## src/rtl/rsc_regs.vh

```
`ifndef RSC_REGS_VH
`define RSC_REGS_VH
`define RSC_ADDR_CTRL 4'hD
`define RSC_ADDR_FLAGS 4'hE
`define RSC_ADDR_CHG 4'hF
`define RSC_CTRL_RST 8'h18
`define RSC_FLAGS_RST 8'h80
`define RSC_CHG_RST 8'h00
`define RSC_CTRL_MASK 8'hBD
`define RSC_FLAGS_MASK 8'h81
`define RSC_B_HALT 7
`define RSC_B_BKUP 5
`define RSC_B_RATE_HI 4
`define RSC_B_RATE_LO 3
`define RSC_B_SEL 2
`define RSC_B_ALM_EN 0
`define RSC_B_STOP 7
`define RSC_B_ALM 0
`define RSC_CHG_KEY 4'hA
`define RSC_DIODE_NONE 2'h1
`define RSC_DIODE_ONE 2'h2
`define RSC_RATE_1HZ 2'h0
`define RSC_RATE_4K 2'h1
`define RSC_RATE_8K 2'h2
`define RSC_RATE_32K 2'h3
`define RSC_TAP_1HZ 14
`define RSC_TAP_4K 2
`define RSC_TAP_8K 1
`define RSC_DIV_W 15
`define RSC_VAR_COMBINED 2'h0
`define RSC_VAR_RESETPIN 2'h1
`define RSC_VAR_SPLIT 2'h2
`define RSC_BITS_PER_BYTE 3'h7
`define RSC_FIFO_W 12
`define RSC_FIFO_DEPTH 8
`define RSC_FIFO_AW 3
`endif

```

## src/rtl/rsc_fifo.v

```verilog
`timescale 1ns/1ps
`default_nettype none
module rsc_fifo #(
  parameter WIDTH = 12,
  parameter DEPTH = 8,
  parameter AW = 3
) (
  input wire clk, // Clock.
  input wire rst, // Asynchronous reset, active high.
  input wire in_valid, // Word offered.
  input wire [WIDTH-1:0] in_data, // Word in.
  output wire in_ready, // Room for a word.
  output wire out_valid, // Word available.
  output wire [WIDTH-1:0] out_data, // Oldest word.
  input wire out_ready // Drain takes the word.
);
  reg [WIDTH-1:0] mem [0:DEPTH-1];
  reg [AW-1:0] wr_ptr_ff;
  reg [AW-1:0] rd_ptr_ff;
  reg [AW:0] count_ff;
  wire push;
  wire pop;

  assign in_ready = (count_ff != DEPTH[AW:0]);
  assign out_valid = (count_ff != {(AW+1){1'b0}});
  assign out_data = mem[rd_ptr_ff];
  assign push = in_valid & in_ready;
  assign pop = out_valid & out_ready;

  always @(posedge clk) begin
    if (push) begin
      mem[wr_ptr_ff] <= in_data;
    end
  end

  always @(posedge clk or posedge rst) begin
    if (rst) begin
      wr_ptr_ff <= {AW{1'b0}};
      rd_ptr_ff <= {AW{1'b0}};
      count_ff <= {(AW+1){1'b0}};
    end else begin
      if (push) begin
        wr_ptr_ff <= (wr_ptr_ff == DEPTH[AW-1:0] - 1'b1) ? {AW{1'b0}} : wr_ptr_ff + 1'b1;
      end
      if (pop) begin
        rd_ptr_ff <= (rd_ptr_ff == DEPTH[AW-1:0] - 1'b1) ? {AW{1'b0}} : rd_ptr_ff + 1'b1;
      end
      if (push && !pop) begin
        count_ff <= count_ff + 1'b1;
      end else if (pop && !push) begin
        count_ff <= count_ff - 1'b1;
      end
    end
  end
endmodule
`default_nettype wire

```

## src/rtl/rsc_top.v

```verilog
`timescale 1ns/1ps
`default_nettype none
`include "rsc_regs.vh"

// What this block does
// - Control bit 7 set halts the oscillator only on backup power.
// - Control bit 5 keeps wave/interrupt pins driven on backup power.
// - Bits 4:3 pick 1Hz, 4.096k, 8.192k or 32.768kHz; reset to 11.
// - Select bit 0 puts square wave on the pin, oscillator enabled only.
// - Select bit 1 routes alarm to pin; alarm flag always set on match.
// - Alarm enable gates the flag onto the pin; resets to 0.
// - Reset-pin variant: bits 5,4,3,2,0 are plain storage.
// - Split-pin variant: bit 2 low enables the square-wave pin.
// - Oscillator-stop flag sets when the oscillator goes from running to stopped.
// - Stop flag holds until written 0; writing 1 keeps it.
// - Alarm flag sets on match, cleared by writing 0 only.
// - Charger enabled only with key nibble 1010; register resets to zero.
// - Diode field 01 no diode, 10 one diode, else disabled.
// - Resistor field 01, 10, 11 pick resistor; 00 disables.
// - Input sampled on strobe edge, output changes on the shift edge.
// - Data out floats unless a read byte is loaded and selected.
// - One clock per bit, eight-bit groups, MSB first.
// - First byte is address; its MSB 1 means write, 0 read.
// - Address increments per byte; 4-bit wrap within read or write space.
// - Time copy refreshed at chip-select fall, or when power fail ends while selected.
// - Fixed-zero bits read as zero.
// - Power fail blocks all host accesses.
module rsc_top (
  input wire REF_CLK, // System clock, 100 MHz.
  input wire RST, // Asynchronous reset, active high.
  input wire CS_N, // Chip select from host, active low.
  input wire SCLK, // Shift clock from host.
  input wire DIN, // Serial data in.
  output wire DOUT_O, // Serial data out level.
  output wire DOUT_OE, // Serial data out enable.
  input wire SPI_CPHA, // Variant clock phase, 1 for modes 1 and 3.
  input wire [1:0] VARIANT, // Output pin variant.
  input wire PWR_FAIL, // Internal power-fail, on backup supply.
  input wire OSC_ACTIVE, // Oscillator running indication.
  input wire WAVE_32K, // 32.768 kHz from the oscillator.
  input wire ALARM_MATCH, // Alarm compare pulse.
  output wire SNAP_LOAD, // Refresh the readable time copy.
  output wire [3:0] TIME_RD_ADDR, // Time copy read address.
  input wire [7:0] TIME_RD_DATA, // Time copy read data.
  output wire TIME_WR_VALID, // Time register write offered.
  input wire TIME_WR_READY, // Time register write accepted.
  output wire [3:0] TIME_WR_ADDR, // Time register write address.
  output wire [7:0] TIME_WR_DATA, // Time register write data.
  output wire FIFO_IN_READY, // Write queue has room.
  output wire OSC_ENABLE, // Oscillator allowed to run.
  output wire WAVE_IRQ_OUT_O, // Shared output pin level.
  output wire WAVE_IRQ_OUT_OE, // Shared output pin pulls low.
  output wire IRQ_PIN_O, // Separate interrupt pin level.
  output wire IRQ_PIN_OE, // Separate interrupt pin pulls low.
  output wire CHG_ENABLE, // Trickle charger on.
  output wire CHG_DIODE, // Charger path has a diode.
  output wire [1:0] CHG_RES_SEL // Charger resistor choice.
);
  reg cs_m_ff, cs_s_ff;
  reg sclk_m_ff, sclk_s_ff, sclk_d_ff;
  reg din_m_ff, din_s_ff;
  reg osc_m_ff, osc_s_ff;
  reg w32_m_ff, w32_s_ff, w32_d_ff;
  reg sess_ff, snap_ff, cpol_ff;
  reg [2:0] bit_cnt_ff;
  reg [7:0] rx_ff, tx_ff;
  reg first_ff, dir_ff, fetch_ff, load_ff;
  reg [3:0] addr_ff;
  reg dout_ff, dout_en_ff;
  reg [7:0] ctrl_ff, flags_ff, chg_ff;
  reg run_ff, osc_en_ff;
  reg [`RSC_DIV_W-1:0] div_ff;
  reg pin_oe_ff, irq_oe_ff;
  reg chg_en_ff, chg_diode_ff;
  reg [1:0] chg_res_ff;
  reg [1:0] variant_m_ff;
  reg [1:0] variant_ff;
  reg cpha_m_ff;
  reg cpha_ff;
  reg [7:0] nxt_flags;
  reg nxt_pin_oe, nxt_irq_oe;
  reg wave;

  wire active, sclk_rise, sclk_fall, strobe_rise;
  wire strobe, shift_edge, byte_done;
  wire [7:0] nxt_rx;
  wire push_valid, fifo_ready;
  wire q_valid, q_ready, q_internal;
  wire [`RSC_FIFO_W-1:0] q_data;
  wire osc_en, run_now, osc_fall;
  wire wr_ctrl, wr_flags, wr_chg;
  wire bk_ok, irq_level;

  function [7:0] rd_mux;
    input [3:0] a;
    begin
      case (a)
        `RSC_ADDR_CTRL: rd_mux = ctrl_ff & `RSC_CTRL_MASK;
        `RSC_ADDR_FLAGS: rd_mux = flags_ff & `RSC_FLAGS_MASK;
        `RSC_ADDR_CHG: rd_mux = chg_ff;
        default: rd_mux = TIME_RD_DATA;
      endcase
    end
  endfunction

  always @(posedge REF_CLK or posedge RST) begin
    if (RST) begin
      cs_m_ff <= 1'b1;
      cs_s_ff <= 1'b1;
      sclk_m_ff <= 1'b0;
      sclk_s_ff <= 1'b0;
      sclk_d_ff <= 1'b0;
      din_m_ff <= 1'b0;
      din_s_ff <= 1'b0;
      osc_m_ff <= 1'b0;
      osc_s_ff <= 1'b0;
      w32_m_ff <= 1'b0;
      w32_s_ff <= 1'b0;
      w32_d_ff <= 1'b0;
      variant_m_ff <= `RSC_VAR_COMBINED;
      variant_ff <= `RSC_VAR_COMBINED;
      cpha_m_ff <= 1'b1;
      cpha_ff <= 1'b1;
    end else begin
      cs_m_ff <= CS_N;
      cs_s_ff <= cs_m_ff;
      sclk_m_ff <= SCLK;
      sclk_s_ff <= sclk_m_ff;
      sclk_d_ff <= sclk_s_ff;
      din_m_ff <= DIN;
      din_s_ff <= din_m_ff;
      osc_m_ff <= OSC_ACTIVE;
      osc_s_ff <= osc_m_ff;
      w32_m_ff <= WAVE_32K;
      w32_s_ff <= w32_m_ff;
      w32_d_ff <= w32_s_ff;
      variant_m_ff <= VARIANT;
      variant_ff <= variant_m_ff;
      cpha_m_ff <= SPI_CPHA;
      cpha_ff <= cpha_m_ff;
    end
  end

  // A power failure looks to the serial port exactly like a deselect.
  assign active = !cs_s_ff && !PWR_FAIL;
  assign sclk_rise = sclk_s_ff & !sclk_d_ff;
  assign sclk_fall = !sclk_s_ff & sclk_d_ff;
  // Idle clock level at select gives the polarity; phase comes from the variant.
  assign strobe_rise = !(cpol_ff ^ cpha_ff);
  assign strobe = sess_ff && active && (strobe_rise ? sclk_rise : sclk_fall);
  assign shift_edge = sess_ff && active && (strobe_rise ? sclk_fall : sclk_rise);
  assign nxt_rx = {rx_ff[6:0], din_s_ff};
  assign byte_done = strobe && (bit_cnt_ff == `RSC_BITS_PER_BYTE);
  assign push_valid = byte_done && !first_ff && dir_ff;

  always @(posedge REF_CLK or posedge RST) begin
    if (RST) begin
      sess_ff <= 1'b0;
      snap_ff <= 1'b0;
      cpol_ff <= 1'b0;
      bit_cnt_ff <= 3'h0;
      rx_ff <= 8'h00;
      tx_ff <= 8'h00;
      first_ff <= 1'b1;
      dir_ff <= 1'b0;
      fetch_ff <= 1'b0;
      load_ff <= 1'b0;
      addr_ff <= 4'h0;
      dout_ff <= 1'b0;
      dout_en_ff <= 1'b0;
    end else begin
      sess_ff <= active;
      snap_ff <= active && !sess_ff;
      fetch_ff <= 1'b0;
      if (!active) begin
        bit_cnt_ff <= 3'h0;
        first_ff <= 1'b1;
        load_ff <= 1'b0;
        dout_en_ff <= 1'b0;
      end else if (!sess_ff) begin
        cpol_ff <= sclk_s_ff;
      end else begin
        if (strobe) begin
          rx_ff <= nxt_rx;
          bit_cnt_ff <= bit_cnt_ff + 3'h1;
        end
        if (byte_done) begin
          if (first_ff) begin
            first_ff <= 1'b0;
            dir_ff <= nxt_rx[7];
            addr_ff <= nxt_rx[3:0];
            fetch_ff <= !nxt_rx[7];
          end else begin
            // Only the low nibble counts, so each space wraps on itself.
            addr_ff <= addr_ff + 4'h1;
            fetch_ff <= !dir_ff;
          end
        end
        if (fetch_ff) begin
          tx_ff <= rd_mux(addr_ff);
          load_ff <= 1'b1;
          dout_en_ff <= 1'b1;
        end else if (shift_edge && load_ff) begin
          dout_ff <= tx_ff[7];
          tx_ff <= {tx_ff[6:0], 1'b0};
        end
      end
    end
  end

  assign DOUT_O = dout_ff;
  assign DOUT_OE = dout_en_ff;
  assign SNAP_LOAD = snap_ff;
  assign TIME_RD_ADDR = addr_ff;
  assign FIFO_IN_READY = fifo_ready;

  rsc_fifo #(
    .WIDTH(`RSC_FIFO_W),
    .DEPTH(`RSC_FIFO_DEPTH),
    .AW(`RSC_FIFO_AW)
  ) i_rsc_fifo (
    .clk(REF_CLK),
    .rst(RST),
    .in_valid(push_valid),
    .in_data({addr_ff, nxt_rx}),
    .in_ready(fifo_ready),
    .out_valid(q_valid),
    .out_data(q_data),
    .out_ready(q_ready)
  );

  // Writes to the three local registers drain at once; time writes wait.
  assign q_internal = (q_data[11:8] == `RSC_ADDR_CTRL) || (q_data[11:8] == `RSC_ADDR_FLAGS) ||
    (q_data[11:8] == `RSC_ADDR_CHG);
  assign q_ready = q_internal || TIME_WR_READY;
  assign TIME_WR_VALID = q_valid && !q_internal;
  assign TIME_WR_ADDR = q_data[11:8];
  assign TIME_WR_DATA = q_data[7:0];
  assign wr_ctrl = q_valid && (q_data[11:8] == `RSC_ADDR_CTRL);
  assign wr_flags = q_valid && (q_data[11:8] == `RSC_ADDR_FLAGS);
  assign wr_chg = q_valid && (q_data[11:8] == `RSC_ADDR_CHG);

  assign osc_en = !(ctrl_ff[`RSC_B_HALT] && PWR_FAIL);
  assign run_now = osc_s_ff && osc_en;
  assign osc_fall = run_ff && !run_now;

  // Hardware set wins over a software clear in the same cycle.
  always @* begin
    nxt_flags = flags_ff & `RSC_FLAGS_MASK;
    if (wr_flags && !q_data[`RSC_B_STOP]) begin
      nxt_flags[`RSC_B_STOP] = 1'b0;
    end
    if (wr_flags && !q_data[`RSC_B_ALM]) begin
      nxt_flags[`RSC_B_ALM] = 1'b0;
    end
    if (osc_fall) begin
      nxt_flags[`RSC_B_STOP] = 1'b1;
    end
    if (ALARM_MATCH) begin
      nxt_flags[`RSC_B_ALM] = 1'b1;
    end
  end

  always @(posedge REF_CLK or posedge RST) begin
    if (RST) begin
      ctrl_ff <= `RSC_CTRL_RST;
      flags_ff <= `RSC_FLAGS_RST;
      chg_ff <= `RSC_CHG_RST;
      run_ff <= 1'b0;
      osc_en_ff <= 1'b1;
      div_ff <= {`RSC_DIV_W{1'b0}};
    end else begin
      if (wr_ctrl) begin
        ctrl_ff <= q_data[7:0] & `RSC_CTRL_MASK;
      end
      flags_ff <= nxt_flags;
      if (wr_chg) begin
        chg_ff <= q_data[7:0];
      end
      run_ff <= run_now;
      osc_en_ff <= osc_en;
      if (run_now && w32_s_ff && !w32_d_ff) begin
        div_ff <= div_ff + 1'b1;
      end
    end
  end

  always @* begin
    case ({ctrl_ff[`RSC_B_RATE_HI], ctrl_ff[`RSC_B_RATE_LO]})
      `RSC_RATE_1HZ: wave = div_ff[`RSC_TAP_1HZ];
      `RSC_RATE_4K: wave = div_ff[`RSC_TAP_4K];
      `RSC_RATE_8K: wave = div_ff[`RSC_TAP_8K];
      `RSC_RATE_32K: wave = w32_s_ff;
      default: wave = 1'b1;
    endcase
  end

  assign bk_ok = !PWR_FAIL || ctrl_ff[`RSC_B_BKUP];
  assign irq_level = flags_ff[`RSC_B_ALM] && ctrl_ff[`RSC_B_ALM_EN];

  // Open-drain pins: enable means pulling low.
  always @* begin
    nxt_pin_oe = 1'b0;
    nxt_irq_oe = 1'b0;
    case (variant_ff)
      `RSC_VAR_COMBINED: begin
        if (ctrl_ff[`RSC_B_SEL]) begin
          nxt_pin_oe = irq_level;
        end else begin
          nxt_pin_oe = osc_en && !wave;
        end
      end
      `RSC_VAR_SPLIT: begin
        nxt_pin_oe = !ctrl_ff[`RSC_B_SEL] && osc_en && !wave;
        nxt_irq_oe = irq_level;
      end
      `RSC_VAR_RESETPIN: begin
        nxt_pin_oe = 1'b0;
      end
      default: begin
        nxt_pin_oe = 1'b0;
      end
    endcase
    if (!bk_ok) begin
      nxt_pin_oe = 1'b0;
      nxt_irq_oe = 1'b0;
    end
  end

  always @(posedge REF_CLK or posedge RST) begin
    if (RST) begin
      pin_oe_ff <= 1'b0;
      irq_oe_ff <= 1'b0;
      chg_en_ff <= 1'b0;
      chg_diode_ff <= 1'b0;
      chg_res_ff <= 2'h0;
    end else begin
      pin_oe_ff <= nxt_pin_oe;
      irq_oe_ff <= nxt_irq_oe;
      chg_en_ff <= (chg_ff[7:4] == `RSC_CHG_KEY) &&
        ((chg_ff[3:2] == `RSC_DIODE_NONE) || (chg_ff[3:2] == `RSC_DIODE_ONE)) &&
        (chg_ff[1:0] != 2'h0);
      chg_diode_ff <= (chg_ff[3:2] == `RSC_DIODE_ONE);
      chg_res_ff <= chg_ff[1:0];
    end
  end

  assign OSC_ENABLE = osc_en_ff;
  assign WAVE_IRQ_OUT_O = 1'b0;
  assign WAVE_IRQ_OUT_OE = pin_oe_ff;
  assign IRQ_PIN_O = 1'b0;
  assign IRQ_PIN_OE = irq_oe_ff;
  assign CHG_ENABLE = chg_en_ff;
  assign CHG_DIODE = chg_diode_ff;
  assign CHG_RES_SEL = chg_res_ff;
endmodule
`default_nettype wire

```

## config.mk

```make
export PLATFORM = sky130hd
export DESIGN_NAME = rsc_top
export DESIGN_NICKNAME = d
export VERILOG_FILES = /design/src/rtl/rsc_fifo.v /design/src/rtl/rsc_top.v
export VERILOG_INCLUDE_DIRS = /design/src /design/src/rtl
export SDC_FILE = /design/constraint.sdc
export NUM_CORES = 1
export LEC_CHECK = 0
export BUFFER_PORTS_ARGS = -buffer_cell sky130_fd_sc_hd__buf_2
export CORE_UTILIZATION = 40
export DETAILED_ROUTE_END_ITERATION = 8
export GPL_TIMING_DRIVEN = 1
export HOLD_SLACK_MARGIN = 0.06
export PLACE_DENSITY = 0.66
export SLEW_MARGIN = 20
export SYNTH_ARGS = -nofsm -noshare
export SYNTH_HDL_FRONTEND = slang
export SYNTH_SLANG_ARGS = --single-unit
```

## constraint.sdc

```tcl
create_clock -name REF_CLK -period 6.05 [get_ports REF_CLK]
set_clock_uncertainty 0.1 [all_clocks]
set_input_delay 1.21 -clock REF_CLK [delete_from_list [all_inputs] [get_ports REF_CLK]]
set_output_delay 1.21 -clock REF_CLK [all_outputs]
set_load 0.02 [all_outputs]
```

Yosys cells after proc, flatten, opt, wreduce, memory -nomap -nowiden
Memory sizes are Yosys's and may differ from the RTL's.
Index checks and enable logic that the tools add are counted.
{"block": "word_totals", "ram_bits": 96, "mem_count": 1, "ff_bits": 97, "input_bits": 21, "output_inout_bits": 30, "word_cells": 182}
{"block": "op_classes", "n_addsub": 7, "reduce_logical": 68, "n_eq_ne": 21, "muxes": 35, "bitwise": 7}
{"name": "i_rsc_fifo.mem", "depth": 8, "word_bits": 12, "rd": 1, "rd_clocked_by_memory_dff": 0, "write_ports": 1, "line": "rsc_fifo.v:17", "source": "reg [WIDTH-1:0] mem [0:DEPTH-1];"}
{"op": "$eq A4 B4 Y1 const B", "n": 7}
{"op": "$logic_and A1 B1 Y1", "n": 28}
{"op": "$pmux W8 S3", "n": 1}
{"op": "$mux W1", "n": 22}
{"op": "$logic_not A1 Y1", "n": 18}
{"op": "$mux W8", "n": 2}
{"op": "$add A15 B1 Y15 const B", "n": 1}
{"op": "$mux W3", "n": 5}
{"op": "$mux W4", "n": 3}
{"op": "$reduce_bool A2 Y1", "n": 5}
{"op": "$add A3 B1 Y3 const B", "n": 3}
{"op": "$eq A3 B3 Y1 const B", "n": 3}
{"op": "$reduce_and A3 Y1", "n": 3}
{"op": "$add A4 B1 Y4 const B", "n": 2}
{"op": "$eq A2 B2 Y1 const B", "n": 4}
{"op": "$reduce_and A2 Y1", "n": 4}
{"op": "$reduce_and A4 Y1", "n": 2}
{"op": "$logic_or A1 B1 Y1", "n": 5}
{"op": "$and A1 B1 Y1", "n": 4}
{"op": "$eq A2 B1 Y1 const B", "n": 2}
{"op": "$logic_not A2 Y1", "n": 2}
{"op": "$ne A2 B1 Y1 const B", "n": 2}
{"op": "$ne A2 B2 Y1 const B", "n": 2}
{"op": "$ne A4 B4 Y1 const B", "n": 1}
{"op": "other kinds (6)", "n": 7}

Depth between registers and ports, before layout
{"block": "logic_depth", "depth_word": 12, "ltp_mapped": 15, "depth_no_buf": 14}

Hierarchy
A second synthesis with hierarchy kept.
{"block": "unflattened", "cells_unflattened": 500, "hier_area_um2": 8082.8}
{"module": "rsc_fifo", "area_per_inst_um2": 4352.9, "cells_each": 202, "n_inst": 1, "seq_area_each_um2": 3133.0}
{"module": "rsc_top", "area_per_inst_um2": 3729.8, "cells_each": 298, "n_inst": 1, "seq_area_each_um2": 2188.3}

Worst setup path after synthesis
OpenSTA, ideal clock, no wires.
{"block": "synth_path", "path_type": "input-to-reg", "from": "input port PWR_FAIL", "to": "memory i_rsc_fifo.mem[1][0], enable pin", "arrival_ns": 3.335, "required_ns": 5.538, "path_buffers": 1, "setup_ns": 0.412, "path_stages": 6, "setup_slack_ns": 2.202, "cell_sequence": "nor2_2 -> and3_1 -> and2_1 -> clkbuf_2 -> nand3_2 -> nor4_1"}
{"block": "synth_between", "elab_chain_len": 10}
{"element": "start: declaration", "line": "rsc_top.v:38", "source": "input wire PWR_FAIL,"}
{"element": "$logic_not A1 Y1", "line": "rsc_top.v:145", "source": "assign active = !cs_s_ff && !PWR_FAIL;"}
{"element": "$logic_and A1 B1 Y1", "line": "rsc_top.v:145"}
{"element": "$logic_and A1 B1 Y1 (2 in series)", "line": "rsc_top.v:150", "source": "assign strobe = sess_ff && active && (strobe_rise ? sclk_rise : sclk_fall);"}
{"element": "$logic_and A1 B1 Y1", "line": "rsc_top.v:153", "source": "assign byte_done = strobe && (bit_cnt_ff == `RSC_BITS_PER_BYTE);"}
{"element": "$logic_and A1 B1 Y1 (2 in series)", "line": "rsc_top.v:154", "source": "assign push_valid = byte_done && !first_ff && dir_ff;"}
{"element": "$and A1 B1 Y1", "line": "rsc_fifo.v:27", "source": "assign push = in_valid & in_ready;"}
{"element": "$mux W1", "line": "rsc_fifo.v:31", "source": "if (push) begin"}
{"element": "$mux W1 (implied by the code)", "line": "rsc_fifo.v:32", "source": "mem[wr_ptr_ff] <= in_data;"}
{"element": "end: declaration", "line": "rsc_fifo.v:17"}
Every way passes these cells.

Worst setup path in the final report
{"block": "layout_path", "from": "register i_rsc_fifo.rd_ptr_ff[0]", "to": "output port TIME_WR_VALID"}
{"block": "layout_between", "elab_chain_len": 6, "word_cells_on_any_way": 8, "cone_classes": "eq/ne (3); reduce/logical (4); memory (1)"}
{"element": "start: declaration", "line": "rsc_fifo.v:19", "source": "reg [AW-1:0] rd_ptr_ff;"}
{"element": "start signal: assignment", "line": "rsc_fifo.v:39", "source": "rd_ptr_ff <= {AW{1'b0}};"}
{"element": "start signal: assignment", "line": "rsc_fifo.v:46", "source": "rd_ptr_ff <= (rd_ptr_ff == DEPTH[AW-1:0] - 1'b1) ? {AW{1'b0}} : rd_ptr_ff + 1'b1;"}
{"element": "$mem_v2 Z8 W12 *"}
{"element": "$eq A4 B4 Y1 (no line)"}
{"element": "$logic_or A1 B1 Y1", "line": "rsc_top.v:233", "source": "assign q_internal = (q_data[11:8] == `RSC_ADDR_CTRL) || (q_data[11:8] == `RSC_ADDR_FLAGS) ||"}
{"element": "$logic_or A1 B1 Y1 *", "line": "rsc_top.v:233"}
{"element": "$logic_not A1 Y1 *", "line": "rsc_top.v:236", "source": "assign TIME_WR_VALID = q_valid && !q_internal;"}
{"element": "$logic_and A1 B1 Y1 *", "line": "rsc_top.v:236"}
{"element": "end: declaration", "line": "rsc_top.v:45", "source": "output wire TIME_WR_VALID,"}
Every way passes the cells marked *; elsewhere a longest branch is shown, timed or not.

==> flow_summary.yaml <==
worst_setup_path:
  end_kind: "output pin"
  crit_chain: "buf_4 -> mux4_2 -> mux2i_4 -> a211oi_2 -> nor2_1 -> buf_2"
  crit_required_ns: 4.74
  startpoint: "i_rsc_fifo.rd_ptr_ff[0]"
  cp_num_buf_inv: 2
  crit_type: "flip-flop to output pin"
  crit_path_top_delay_cell: "dfrtp_2"
  cpPeakStageDelay_ns: 0.75
  worstReg2RegEnd: "i_rsc_fifo.count_ff[3]"
  critPathMaxFanout: 19
  reg2regPathDepth: 13
  crit_family: "multiplexers"
  reg2reg_from: "i_rsc_fifo.rd_ptr_ff[0]"
  start_kind: "flip-flop"
  rrSetupSlack_ns: 2.41
  worstPathArrival_ns: 2.68
layout:
  drive_gt1_share_pct: 31.5
  nets: 581
  fin_util_pct: 46.5
  final_cell_area_um2: 9020
  area_delta_synth_final_pct: 14.1
  diodes: 0
route:
  ant_nets: 0
  drt-initial-drc-count: 290
  wl_per_cell_um: 18.6
  first_pass_iters: 5
  num_vias: 4204
  drt_drc_violations_left: 0
  via_per_inst: 5.11
  routed_wl_mm: 15.3
yosys:
  syn_avg_cell_area_um2: 16.2
  synth_seq_cells: 193
  synthArstFlopShare_pct: 50.3
  yosysUniqueCellTypes: 55
  syn-instance-count: 488
  seq_area_frac_synth_pct: 67.3
  ys_top_cells_by_area: "edfxtp_1 (36%), dfrtp_1 (28%), mux4_2 (6.6%), mux2_2 (5.8%), dfstp_2 (3.0%)"
  ys.flop_type: "edfxtp_1"
  synth-edff-count: 96
  yosys-top-cells-count: "edfxtp_1 (96), dfrtp_1 (88), mux2_2 (41)"
  yosys.area.top_type_share_pct: 36.5
  yosys_warnings: 0
  yosys.area.top_type: "edfxtp_1"
  netlist_area_um2: 7910
  yosysMostFrequentCell: "edfxtp_1"
timing:
  tightest_slew_ns: 0.966
  drv_slew: 0
  hold_violations: 0
  slew_headroom_pct: 34.6
  period_needed_ns: 3.99
  tns_ns: 0
  max_freq_ghz: 0.250
  grt_setup_unrepaired: "false"
  fin_ws_ns: 2.06
  fin_crit_sh_pct: 66.0
  setup_viol: 0
worst_hold_path:
  hp-start: "variant_m_ff[0]"
  hold_path_class: "flip-flop to flip-flop"
  holdPathStages: 0
  min_to: "variant_ff[0]"
floorplan:
  fp.coreArea_um2: 19400
  initial_utilization_pct: 40.8
  die-area_um2: 20300
  row_count: 51
  pin_count: 51
  die_h_um: 143
  fp.dieW_um: 143
global_routing:
  grt_pass1_vias: 4172
  grt_pass1_wl_mm: 23.6
  track_usage_pct: 16.0
  overflow: 0
  antenna_found_initial: 0
  grt_start_max_net_pins: 65
clock_network:
  cts_buffers: 17
  postCtsSetupRepairBufs: 0
  ctsHtreeMaxLevel: 4
  cts_buffer_depth: 2
  cts.sinks: 193
  cts_tree: "yes"
  cts.clk_slew.worst_paths_ns: 0.07
  root_buffer: "clkbuf_16"
  cts_resized: 0
  hold_buffers: 0
  clkLatencyLatePin_ns: 0.43
placed_design:
  dpl_cell_area_um2: 8450
  dp_slack_ns: 1.88
  port_buffers: 48
  dpl.hpwl_mm: 10.7
  place.gp.congestion: 0.794
power:
  peakVddDrop_v: 0.000228
  total_power_uw: 2590
  p_per_area_nw_per_um2: 287
  leakage_uw: 0.00356
run:
  maxCapViolCount: 0
outcome:
  status: "finished, final reports clean"
-- cell type report --
type	count	area (um^2)
clock inverter	7	72.6
clock buffer	25	498
fill	1677	10400
timing repair buffer	57	308
tap	265	332
sequential	193	5320
inverter	18	70.1
multi-input combinational	258	2410
-- layer usage --
layer | global-route usage, % | vias up | wire length [um]
li1 | - | 1952 | -
met1 | 21.5 | 2162 | 7130
met2 | 25.4 | 77 | 7380
met3 | 3.43 | 13 | 540
met4 | 5.94 | 0 | 231
met5 | 0 | - | 0
-- cell usage in the layout (no fill, tap or decap), drive strengths merged, types with 2 or more instances in the layout --
cell type,count
and4,2
a211oi,3
and3,6
xnor2,14
nor2b,6
o22ai,2
o21ai,10
ha,14
conb,2
nand2,20
dfstp,9
inv,22
edfxtp,96
nand4,7
xor2,5
nor2,24
nand2b,3
a22oi,2
dfrtp,88
nor3,6
nand3,13
mux2,46
mux4,25
a222oi,6
clkinvlp,2
buf,57
and2,3
clkbuf,25
nor4,8
a21oi,14
mux2i,5
a21o,3
-- logic make-up (layout without fill, tap and decap cells) --
kind of cell	Yosys count	count (layout)	share of synthesized area [%]
xor+xnor	19	19	2.10
mux	76	76	14.8
compound gates	44	44	3.86
flops	193	193	67.3
simple gates	102	102	6.87
buf+inv	38	107	2.53
fa+ha+maj	15	15	2.47
other cells	1	2	0.0474
-- worst reg2reg max path, cell delays in order, from the launching register on --
cell	delay, ns
dfrtp_2	0.75
buf_4	0.29
mux4_2	0.54
mux2i_4	0.23
a211oi_2	0.15
o21ai_4	0.21
ha_1	0.21
inv_1	0.10
ha_1	0.27
a21o_1	0.17
a21oi_1	0.17
xnor2_1	0.14
nor2_1	0.06
xor2_1	0.14
-- worst max-delay path by stage --
stage / endpoint / slack [ns] / cells past startpoint
after floorplan: i_rsc_fifo.mem[1][0] / 2.20 / 6
after global placement: i_rsc_fifo.count_ff[3] / 1.94 / 14
after detailed placement: i_rsc_fifo.count_ff[3] / 1.88 / 14
after CTS: TIME_WR_VALID / 1.63 / 6
after global routing: TIME_WR_VALID / 1.90 / 6
final: TIME_WR_VALID / 2.06 / 6
-- registers in the layout (all words and copies together), names as in the netlist, 4 cells and up --
name and flops:
tx_ff 8, chg_ff 8, ctrl_ff 6, div_ff 15
i_rsc_fifo.mem 96, TIME_RD_ADDR 4, rx_ff 7, i_rsc_fifo.count_ff 4
-- through the flow --
stage               cells  hold WS, ns
global route          823        0.259
detailed placement    791        0.236
floorplan             489        0.231
CTS                   823        0.251
global placement      791        0.234
finish                823        0.249
-- power breakdown --
part	total (uW)	switching, uW	internal [uW]
combinational	71.5	39.3	32.2
clock	1070	457	618
sequential	1440	32.9	1410
(Power assumes the default switching activity.)
